<file path="src/hdl/fpc_pkg.sv">
// constants for the flash protection command interface
package fpc_pkg;
  // coded command addresses, only bits 13..0 compared
  localparam int CMD_ABITS = 14;
  localparam logic [13:0] ADDR_A = 14'h2A54;
  localparam logic [13:0] ADDR_B = 14'h15A8;
  // command data bytes (low byte compared)
  localparam logic [7:0] DAT_UNLOCK1 = 8'hA8;
  localparam logic [7:0] DAT_UNLOCK2 = 8'h54;
  localparam logic [7:0] DAT_SETPROT = 8'hC0;
  localparam logic [7:0] DAT_RDPROT = 8'h90;
  localparam logic [7:0] DAT_BTU = 8'hC1;
  localparam logic [7:0] DAT_RESET = 8'hF0;
  // single-cycle code protection words
  localparam logic [15:0] DAT_CTU = 16'hFFFF;
  localparam logic [15:0] DAT_CTP = 16'hFFFB;
  // protection word layout
  localparam int PROT_CODE_BIT = 15;
  localparam logic [15:0] PROT_RST = 16'hFFFF;
  // dummy read data
  localparam logic [15:0] DUMMY_DATA = 16'hFFFF;
  // flash status word: erase timeout bit and write error bit
  localparam int FSW_TMO_BIT = 3;
  localparam int FSW_ERR_BIT = 5;
  // block erase accept window
  localparam int CLK_MHZ = 25;
  localparam int ERASE_TMO_US = 96;
  localparam int ERASE_TMO_CYC = ERASE_TMO_US * CLK_MHZ;
  // memory map
  localparam logic [23:0] LOW_BLOCK_SIZE = 24'h00_8000;
  localparam logic [23:0] SEG1_BASE = 24'h01_0000;
  localparam logic [23:0] FIXED_LO = 24'h01_8000;
  localparam logic [23:0] FIXED_HI = 24'h04_FFFF;
  localparam logic [23:0] SEG1_END = 24'h01_8000;
  // sequencer states
  typedef enum logic [5:0] {
    FPC_IDLE   = 6'b000001,
    FPC_UNL1   = 6'b000010,
    FPC_UNL2   = 6'b000100,
    FPC_SETP   = 6'b001000,
    FPC_BTU    = 6'b010000,
    FPC_RDPROT = 6'b100000
  } fpc_state_t;
endpackage

</file>
<file path="src/hdl/fpc_flash_prot.sv">
// command decoder, protection state and flash map for the embedded flash
//
// Notes on behaviour
// decode set and read protection: A8,54 then C0/90 at 2A54/15A8/2A54, 4th at odd word.
// block unprotect is prefix, C1 at 2A54, then F0 anywhere; A14 upward ignored.
// zero in bit 15 protects code, zero in bit N protects block N.
// flag write error when word tries to return a programmed zero to one.
// single FFFF write to flash, absolute mode, from flash code lifts code protection.
// single FFFB write from flash-resident code restores code protection.
// erase accepts extra blocks within 96 us; timeout state shown in status bit 3.
// host polls data-polling or toggle bit until erase ends or suspends.
// command sequences fetched from the flash itself are refused.
// pauses between command cycles are allowed; state is held.
// reads inside a sequence at unused positions return dummy data.
// host uses register-indirect addressing for every command cycle.
// command address includes segment or data page pointer contribution.
// reset lengthening is never shown on the bidirectional reset pin.
// reset lengthening is disabled when starting from external memory.
// external access pin sampled at reset into internal memory enable bit.
// flash disabled while internal memory enable is 0, enabled when set.
// low block remap 0 maps first 32 Kbytes into segment 1.
// remap affects only the first 32 Kbytes; 01'8000..04'FFFF fixed.
// full 256 Kbytes alongside external boot only with segmentation disable 0.
// software jumps inter-segment and reloads page pointers after map changes.
// code enabling segment-0 flash runs above 00'8000 or from RAM.
// any system reset clears the temporary code-unprotected state.
// protection bits are permanent once programmed; no clear operation. The model reloads PROT_RST (all ones) on every reset.
// a mismatching command cycle abandons the sequence to array read.
`timescale 1ns/1ns
module fpc_flash_prot
  import fpc_pkg::*;
(
  input wire logic i_ref_clk,
  input wire logic i_srst,
  input wire logic i_wr, // write cycle strobe, one cycle
  input wire logic i_rd, // read cycle strobe, one cycle
  input wire logic [23:0] i_addr, // physical address, page pointer already applied
  input wire logic [15:0] i_wdata,
  input wire logic i_fetch_flash, // issuing instruction fetched from flash
  input wire logic i_indirect, // register-indirect addressing
  input wire logic i_absolute, // absolute addressing
  input wire logic i_erase_entry, // block erase entry write, restarts window
  input wire logic i_erase_active, // block erase sequence collecting blocks
  input wire logic i_ext_access_pin, // level of external access pin
  input wire logic i_mem_en_wr, // software write of internal memory enable
  input wire logic i_mem_en_val,
  input wire logic i_low_block_remap,
  input wire logic i_segmentation_disable,
  input wire logic i_reset_lengthen_req, // flash asks to lengthen cpu reset
  output logic [15:0] o_rdata,
  output logic o_rdata_dummy,
  output logic [15:0] o_protection_register,
  output logic o_code_protected,
  output logic o_code_temp_unprot,
  output logic o_block_temp_unprot,
  output logic o_write_error,
  output logic [15:0] o_flash_status_word,
  output logic o_internal_memory_enable,
  output logic o_flash_hit,
  output logic [23:0] o_flash_offset,
  output logic o_cpu_reset_extend,
  output logic o_reset_pin_oe
);

  // ==========================================================
  // cycle qualification
  fpc_state_t state_r;
  logic [13:0] cadr;
  logic [7:0] cdat;
  logic cmd_wr;
  logic odd_word;
  logic [15:0] prot_r;
  logic ctu_r;
  logic btu_r;
  logic err_r;
  logic [15:0] rdata_r;
  logic dummy_r;
  logic mem_en_r;
  logic boot_seen_r;
  logic int_start_r; // boot source caught from the strap, never from software
  logic [$clog2(ERASE_TMO_CYC+1)-1:0] tmo_cnt_r;
  logic tmo_open_r;

  // compare only low address bits; physical address already holds pointer part
  assign cadr = i_addr[CMD_ABITS-1:0];
  assign cdat = i_wdata[7:0];
  // sequences only from ram or external code, indirect only
  assign cmd_wr = i_wr && !i_fetch_flash && i_indirect;
  // odd word address is 4n-2: byte address bit 1 set, bit 0 clear
  assign odd_word = i_addr[1] && !i_addr[0];

  // ==========================================================
  // command sequencer
  always_ff @(posedge i_ref_clk) begin
    if (i_srst) begin
      state_r <= FPC_IDLE;
    end else if (cmd_wr) begin
      case (state_r)
        FPC_IDLE, FPC_RDPROT: begin
          state_r <= (cadr == ADDR_A && cdat == DAT_UNLOCK1) ? FPC_UNL1 : FPC_IDLE;
        end
        FPC_UNL1: begin
          state_r <= (cadr == ADDR_B && cdat == DAT_UNLOCK2) ? FPC_UNL2 : FPC_IDLE;
        end
        FPC_UNL2: begin
          if (cadr == ADDR_A && cdat == DAT_SETPROT) begin
            state_r <= FPC_SETP;
          end else if (cadr == ADDR_A && cdat == DAT_BTU) begin
            state_r <= FPC_BTU;
          end else if (cadr == ADDR_A && cdat == DAT_RDPROT) begin
            state_r <= FPC_RDPROT;
          end else begin
            state_r <= FPC_IDLE;
          end
        end
        default: begin
          state_r <= FPC_IDLE;
        end
      endcase
    end
  end

  // read protection: 4th cycle is a read at an odd word address
  logic rdprot_read;
  assign rdprot_read = i_rd && state_r == FPC_RDPROT && odd_word;

  // ==========================================================
  // protection register: writes only clear bits, reset reloads all ones
  always_ff @(posedge i_ref_clk) begin
    if (i_srst) begin
      prot_r <= PROT_RST;
    end else if (cmd_wr && state_r == FPC_SETP && odd_word) begin
      prot_r <= prot_r & i_wdata;
    end
  end

  // write error sticky until reset
  always_ff @(posedge i_ref_clk) begin
    if (i_srst) begin
      err_r <= 1'b0;
    end else if (cmd_wr && state_r == FPC_SETP && odd_word && |(i_wdata & ~prot_r)) begin
      err_r <= 1'b1;
    end
  end

  // temporary code unprotect / protect from flash-resident code
  always_ff @(posedge i_ref_clk) begin
    if (i_srst) begin
      ctu_r <= 1'b0;
    end else if (i_wr && i_fetch_flash && i_absolute && o_flash_hit) begin
      if (i_wdata == DAT_CTU) begin
        ctu_r <= 1'b1;
      end else if (i_wdata == DAT_CTP) begin
        ctu_r <= 1'b0;
      end
    end
  end

  // block temporary unprotect, cleared by reset
  always_ff @(posedge i_ref_clk) begin
    if (i_srst) begin
      btu_r <= 1'b0;
    end else if (cmd_wr && state_r == FPC_BTU && cdat == DAT_RESET) begin
      btu_r <= 1'b1;
    end
  end

  // ==========================================================
  // read data path
  always_ff @(posedge i_ref_clk) begin
    if (i_srst) begin
      rdata_r <= DUMMY_DATA;
      dummy_r <= 1'b0;
    end else if (i_rd) begin
      if (rdprot_read) begin
        rdata_r <= prot_r;
        dummy_r <= 1'b0;
      end else if (state_r != FPC_IDLE) begin
        rdata_r <= DUMMY_DATA;
        dummy_r <= 1'b1;
      end else begin
        rdata_r <= o_flash_status_word;
        dummy_r <= 1'b0;
      end
    end
  end

  // ==========================================================
  // block erase accept window
  always_ff @(posedge i_ref_clk) begin
    if (i_srst) begin
      tmo_cnt_r <= '0;
      tmo_open_r <= 1'b0;
    end else if (i_erase_entry) begin
      tmo_cnt_r <= ($bits(tmo_cnt_r))'(ERASE_TMO_CYC);
      tmo_open_r <= 1'b1;
    end else if (!i_erase_active) begin
      tmo_open_r <= 1'b0;
      tmo_cnt_r <= '0;
    end else if (tmo_cnt_r != '0) begin
      tmo_cnt_r <= tmo_cnt_r - 1'b1;
      tmo_open_r <= (tmo_cnt_r != ($bits(tmo_cnt_r))'(1));
    end
  end

  // status word: timeout bit high once window expired
  always_comb begin
    o_flash_status_word = '0;
    o_flash_status_word[FSW_TMO_BIT] = i_erase_active && !tmo_open_r;
    o_flash_status_word[FSW_ERR_BIT] = err_r;
  end

  // ==========================================================
  // memory enable: strap caught on reset, software may change later
  always_ff @(posedge i_ref_clk) begin
    if (i_srst) begin
      boot_seen_r <= 1'b0;
      mem_en_r <= 1'b0;
      int_start_r <= 1'b0;
    end else if (!boot_seen_r) begin
      boot_seen_r <= 1'b1;
      mem_en_r <= i_ext_access_pin;
      int_start_r <= i_ext_access_pin;
    end else if (i_mem_en_wr) begin
      mem_en_r <= i_mem_en_val;
    end
  end

  // address map
  always_comb begin
    o_flash_hit = 1'b0;
    o_flash_offset = '0;
    if (mem_en_r) begin
      if (i_addr >= FIXED_LO && i_addr <= FIXED_HI) begin
        o_flash_hit = 1'b1;
        o_flash_offset = i_addr;
      end else if (!i_low_block_remap && i_addr >= SEG1_BASE && i_addr < SEG1_END) begin
        o_flash_hit = !i_segmentation_disable;
        o_flash_offset = i_addr - SEG1_BASE;
      end else if (i_low_block_remap && i_addr < LOW_BLOCK_SIZE) begin
        o_flash_hit = 1'b1;
        o_flash_offset = i_addr;
      end
    end
  end

  // reset lengthening: internal only, off for external start; the boot source is the pin level
  // while reset is held and the caught strap afterwards, so a later software enable does not count
  logic int_start;
  assign int_start = i_srst ? i_ext_access_pin : int_start_r;
  assign o_cpu_reset_extend = i_reset_lengthen_req && int_start;
  assign o_reset_pin_oe = 1'b0;

  assign o_rdata = rdata_r;
  assign o_rdata_dummy = dummy_r;
  assign o_protection_register = prot_r;
  assign o_code_protected = !prot_r[PROT_CODE_BIT] && !ctu_r;
  assign o_code_temp_unprot = ctu_r;
  assign o_block_temp_unprot = btu_r;
  assign o_write_error = err_r;
  assign o_internal_memory_enable = mem_en_r;

  // ==========================================================
  // checks
  a_prot_only_clears: assert property (@(posedge i_ref_clk) disable iff (i_srst)
    1'b1 |=> ((prot_r & ~$past(prot_r)) == '0)) else $error("protection bit returned to one");
  a_setp_path: assert property (@(posedge i_ref_clk) disable iff (i_srst)
    (cmd_wr && state_r == FPC_UNL2 && cadr == ADDR_A && cdat == DAT_SETPROT) |=> state_r == FPC_SETP)
    else $error("set protection not entered");
  a_err_flag: assert property (@(posedge i_ref_clk) disable iff (i_srst)
    (cmd_wr && state_r == FPC_SETP && odd_word && |(i_wdata & ~prot_r)) |=> o_write_error)
    else $error("write error not flagged");
  a_ctu_set: assert property (@(posedge i_ref_clk) disable iff (i_srst)
    (i_wr && i_fetch_flash && i_absolute && o_flash_hit && i_wdata == DAT_CTU) |=> ctu_r)
    else $error("temporary unprotect missed");
  a_ctp_set: assert property (@(posedge i_ref_clk) disable iff (i_srst)
    (i_wr && i_fetch_flash && i_absolute && o_flash_hit && i_wdata == DAT_CTP) |=> !ctu_r)
    else $error("temporary protect missed");
  a_flash_fetch_ignored: assert property (@(posedge i_ref_clk) disable iff (i_srst)
    (i_wr && i_fetch_flash) |=> $stable(state_r)) else $error("flash fetched command taken");
  a_hold_state: assert property (@(posedge i_ref_clk) disable iff (i_srst)
    (!i_wr) |=> $stable(state_r)) else $error("sequence state lost in pause");
  a_dummy_read: assert property (@(posedge i_ref_clk) disable iff (i_srst)
    (i_rd && state_r inside {FPC_UNL1, FPC_UNL2, FPC_SETP, FPC_BTU}) |=> o_rdata == DUMMY_DATA)
    else $error("no dummy read data");
  a_abandon: assert property (@(posedge i_ref_clk) disable iff (i_srst)
    (cmd_wr && state_r == FPC_UNL1 && cadr != ADDR_B) |=> state_r == FPC_IDLE)
    else $error("bad cycle not abandoned");
  a_reset_pin_quiet: assert property (@(posedge i_ref_clk) !o_reset_pin_oe)
    else $error("reset pin driven");
  a_ctu_reset: assert property (@(posedge i_ref_clk) i_srst |=> !ctu_r)
    else $error("unprotect survived reset");
  a_btu_set: assert property (@(posedge i_ref_clk) disable iff (i_srst)
    (cmd_wr && state_r == FPC_BTU && cdat == DAT_RESET) |=> o_block_temp_unprot)
    else $error("block temporary unprotect missed");
  a_window_open: assert property (@(posedge i_ref_clk) disable iff (i_srst)
    (i_erase_entry && i_erase_active) |=> !o_flash_status_word[FSW_TMO_BIT])
    else $error("erase window not reopened");
  a_ext_start_quiet: assert property (@(posedge i_ref_clk) disable iff (i_srst)
    (boot_seen_r && !int_start_r && i_mem_en_wr) |=> !o_cpu_reset_extend)
    else $error("reset lengthened after external start");
  c_set_prot: cover property (@(posedge i_ref_clk) state_r == FPC_SETP ##[1:20] o_write_error);
  c_read_prot: cover property (@(posedge i_ref_clk) rdprot_read);
  c_btu: cover property (@(posedge i_ref_clk) $rose(btu_r));
  c_ctu: cover property (@(posedge i_ref_clk) $rose(ctu_r));

endmodule

</file>
<file path="config.mk">
export PLATFORM = sky130hd
export DESIGN_NAME = fpc_flash_prot
export DESIGN_NICKNAME = d
export VERILOG_FILES = /design/src/hdl/fpc_pkg.sv /design/src/hdl/fpc_flash_prot.sv
export SDC_FILE = /design/constraint.sdc
export NUM_CORES = 1
export LEC_CHECK = 0
export BUFFER_PORTS_ARGS = -buffer_cell sky130_fd_sc_hd__buf_2
export CAP_MARGIN = 5
export CORE_MARGIN = 2
export CORE_UTILIZATION = 29
export CTS_BUF_LIST = sky130_fd_sc_hd__clkbuf_16
export DETAILED_ROUTE_END_ITERATION = 7
export PLACE_DENSITY = 0.62
export SLEW_MARGIN = 20
export SYNTH_ARGS = -nofsm -noshare
export SYNTH_HDL_FRONTEND = slang
export SYNTH_SLANG_ARGS = --single-unit
</file>
<file path="constraint.sdc">
create_clock -name i_ref_clk -period 2.91 [get_ports i_ref_clk]
set_input_delay 0 -clock i_ref_clk [delete_from_list [all_inputs] [get_ports i_ref_clk]]
set_output_delay 0 -clock i_ref_clk [all_outputs]
set_load 0.03 [all_outputs]
</file>
==> summary.txt <==
Post-synth top area share: 37.0%
Routed vias/inst: 4.89
Setup TNS: 0 ns
Post-Place Setup Slack: 0.776 ns
DIE WIDTH: 108 um
Reg clk slew, reported paths: 0.06 ns
Setup bufs post-CTS: 0
Slowest-stage cell, CP: or4_1
TritonCTS Buffers: 9
Gr usage total: 16.4%
Hold Path Sink: o_protection_register[1]
Mapped Cells: 384
Number of synthesized flops with an enable pin: 0
Final ANT Viol Nets: 0
DR vias: 3254
Reg2reg start: tmo_cnt_r[2]
Clock sinks: 58
Die H: 108 um
CP max FO: 17
Worst EP arrival: 2.16 ns
Setup violations, final: 0
Slew @ Worst Pin: 0.623 ns
Pint: 1.70 mW
Area of the multi-input gates: 0.00175 mm2
Detailed placer's ending HPWL: 7.36 mm
Tcrit/Tclk final: 74.3%
Logic pwr share: 14.7%
Initial antenna violation count: 0
Largest net degree at the start of global routing: 22
Hold path depth: 3
Cell Count, Final, Fillers Out: 665
VDD IR max: 0.262 mV
DRT Pass-1 Iters: 5
Initial Util: 29.4%
# rows: 38
Top-level port count: 136
Initial DRC Count: 155
Final hold violation count: 0
Dominant synthesized flop cell: dfxtp_1
Total Power: 2.31 mW
R2R setup slack: 0.85 ns
Clock share of power: 48.6%
Core ar.: 0.0107 mm2
Critical Path Most Common Cell: buf_2
Ant diodes: 0
Fillers: 1104
Drt total wl: 9.52 mm
Asr flop ratio synth: 0%
Layout area overhead: 36.9%
WL/cell: 14.3 um
Reg2Reg Capture Point: tmo_cnt_r[8]
Die ar.: 0.0117 mm2
Syn Area/Cell: 8.18 um2
Reg2reg path depth: 6
Nets: 581
Remaining DRCs: 0
CTS Hold Bufs: 16
Net switching power: 613 uW
Grt ovf: 0
Storage cell area: 0.00116 mm2
CTS max path bufs: 2
Min Tclk post-route: 2.16 ns
HP Class: in -> reg
# resized after CTS: 0
Skew final: 0.00515 ns
Port-buffer cells: 120
Routability cong.: 0.815
Outcome: finished, final reports clean
Critical path data required time: 2.91 ns
Clock Latency Late Sink: 0.33 ns
CP Class: in -> out
Placed insts: 633
Cell variety after synth: 57
Top cell type by total area after synthesis: dfxtp_1
Sequential Power Share: 36.7%
First-pass GRT wire length: 15.2 mm
Leak: 1.97 nW
Hold path start: i_wdata[1]
Final WS setup: 0.749 ns
Post-Syn Area: 0.00314 mm2
Net Sw Frac: 26.5%
Synthesized flop and latch total: 58
Max frequency: 463 MHz
CP startpoint kind: input port
RSZ-0062 raised after global routing: no
Pins Over Slew Limit: 0
CTS Root Buffer Type: clkbuf_16
Crit. End Element: output port
Sequential area share after synthesis: 37.0%
Slew margin rel.: 58.1%
P per Cell Area: 538 mW/mm2
Max Cap Violations: 0
CTS tree: yes
Vias in the first global route: 3120
Syn. warnings: 0
# H-tree levels: 3
Layout cells sized above 1: 28.6%
Slowest stage delay, CP: 0.53 ns
Largest cells by area after synthesis: dfxtp_1 (37%), nor2_1 (5.0%), a221o_1 (4.8%), nand2_1 (4.3%), buf_4 (3.8%)
Crit-path cells: buf_2, inv_1, ha_1, nand2_1, or4_1, a211oi_1, a41o_1, o21a_4, and2_1, buf_2
==> area by class of cell <==
class	instances	area share [%]
Inverter	27	2.36
Clock inverter	7	2.18
Multi-Input combinational cell	284	40.8
Sequential cell	58	27.0
Timing Repair Buffer	140	18.4
Clock buffer	9	5.24
Tap cell	140	4.07
==> placed cells by master, fill, tap and decap left out, types with 5 or more instances in the layout <==
cell / count
nor2b_1: 5
a221o_1: 15
dfxtp_1: 58
nand3_1: 9
nand2_1: 36
and3_1: 6
a21oi_1: 6
nor4_1: 11
nor3_1: 13
dlygate4sd3_1: 16
buf_2: 120
ha_1: 6
and2_1: 17
inv_1: 26
nand4_1: 12
conb_1: 15
xnor2_1: 7
clkbuf_16: 9
mux2i_1: 6
o21ai_0: 18
nor2_1: 42
o22ai_1: 5
==> critical path, delay by kind of cell <==
kind	cells	cell delay [ns]
adder cells (fa/ha/maj)	1	0.18
AND/OR/NAND/NOR	3	0.75
buffers and inverters	3	0.45
AO/OA/AOI/OAI	3	0.78
==> cell families after synthesis <==
kind of cell | synth area share (%)
muxes | 1.91
DFF | 37.0
adders and majority gates | 2.39
and+or+nand+nor | 30.4
xor gates and xnor gates | 3.07
other | 0.119
AOI/OAI and AO/OA | 16.2
buffers and inverters | 8.88
==> synth_stat cells (3+ instances only) <==
cell and count:
dfxtp_1 58, nor2_1 42, nand2_1 36, inv_1 26
o21ai_0 18, and2_1 17, buf_4 16, a221o_1 15
nor3_1 13, nand4_1 12, clkbuf_1 11, nor4_1 11
nand3_1 9, xnor2_1 7, a21oi_1 6, and3_1 6
ha_1 6, mux2i_1 6, nor2b_1 5, o22ai_1 5
a211oi_1 4, xor2_1 4, a31oi_1 3, nand2b_1 3
nand3b_1 3, or4_4 3
==> routing by layer <==
metal	GRT usage (%)	vias up	wire length (um)
met4	6.04	0	193
met1	19.4	1514	4090
met3	4.34	18	540
li1	-	1631	-
met2	28.5	91	4690
met5	0	-	0
==> worst max path at each step <==
stage	from	to	slack, ns	cells after the start
floorplan	i_addr[17]	o_flash_offset[16]	0.78	7
global placement	i_addr[16]	o_flash_offset[6]	0.83	10
detailed placement	i_addr[16]	o_flash_offset[1]	0.78	10
CTS	i_addr[16]	o_flash_offset[1]	0.77	10
global route	i_addr[16]	o_flash_offset[6]	0.59	10
finish	i_addr[16]	o_flash_offset[6]	0.75	10
==> power groups by stage <==
| stage | Sequential, mW | Combinational [mW] | Clock, mW |
|---|---|---|---|
| 5_1_grt | 0.854 | 0.373 | 1.18 |
| 3_5_place_dp | 0.867 | 0.320 | 0 |
| 6_report | 0.850 | 0.340 | 1.12 |
| 2_1_floorplan | 0.895 | 0.191 | 0 |
| 4_1_cts | 0.850 | 0.341 | 1.15 |
| 3_3_place_gp | 0.865 | 0.315 | 0 |
==> flip-flops by register name, indices dropped and copies added (netlist names) <==
name                      cells
state_r                       6
o_internal_memory_enable      1
o_rdata_dummy                 1
o_block_temp_unprot           1
tmo_open_r                    1
o_rdata                      16
o_write_error                 1
boot_seen_r                   1
tmo_cnt_r                    12
o_code_temp_unprot            1
int_start_r                   1
o_protection_register        16
==> stage by stage <==
step	area (um2)	hold slack (ns)	utilization, %
floorplan	3190	0.117	-
global placement	3820	0.266	35.7
detailed placement	3820	0.275	35.7
CTS	4300	0.00268	40.2
global route	4300	0.0250	40.2
finish	4300	0.0115	40.2
Note: power is estimated with default switching activity, not from simulation.
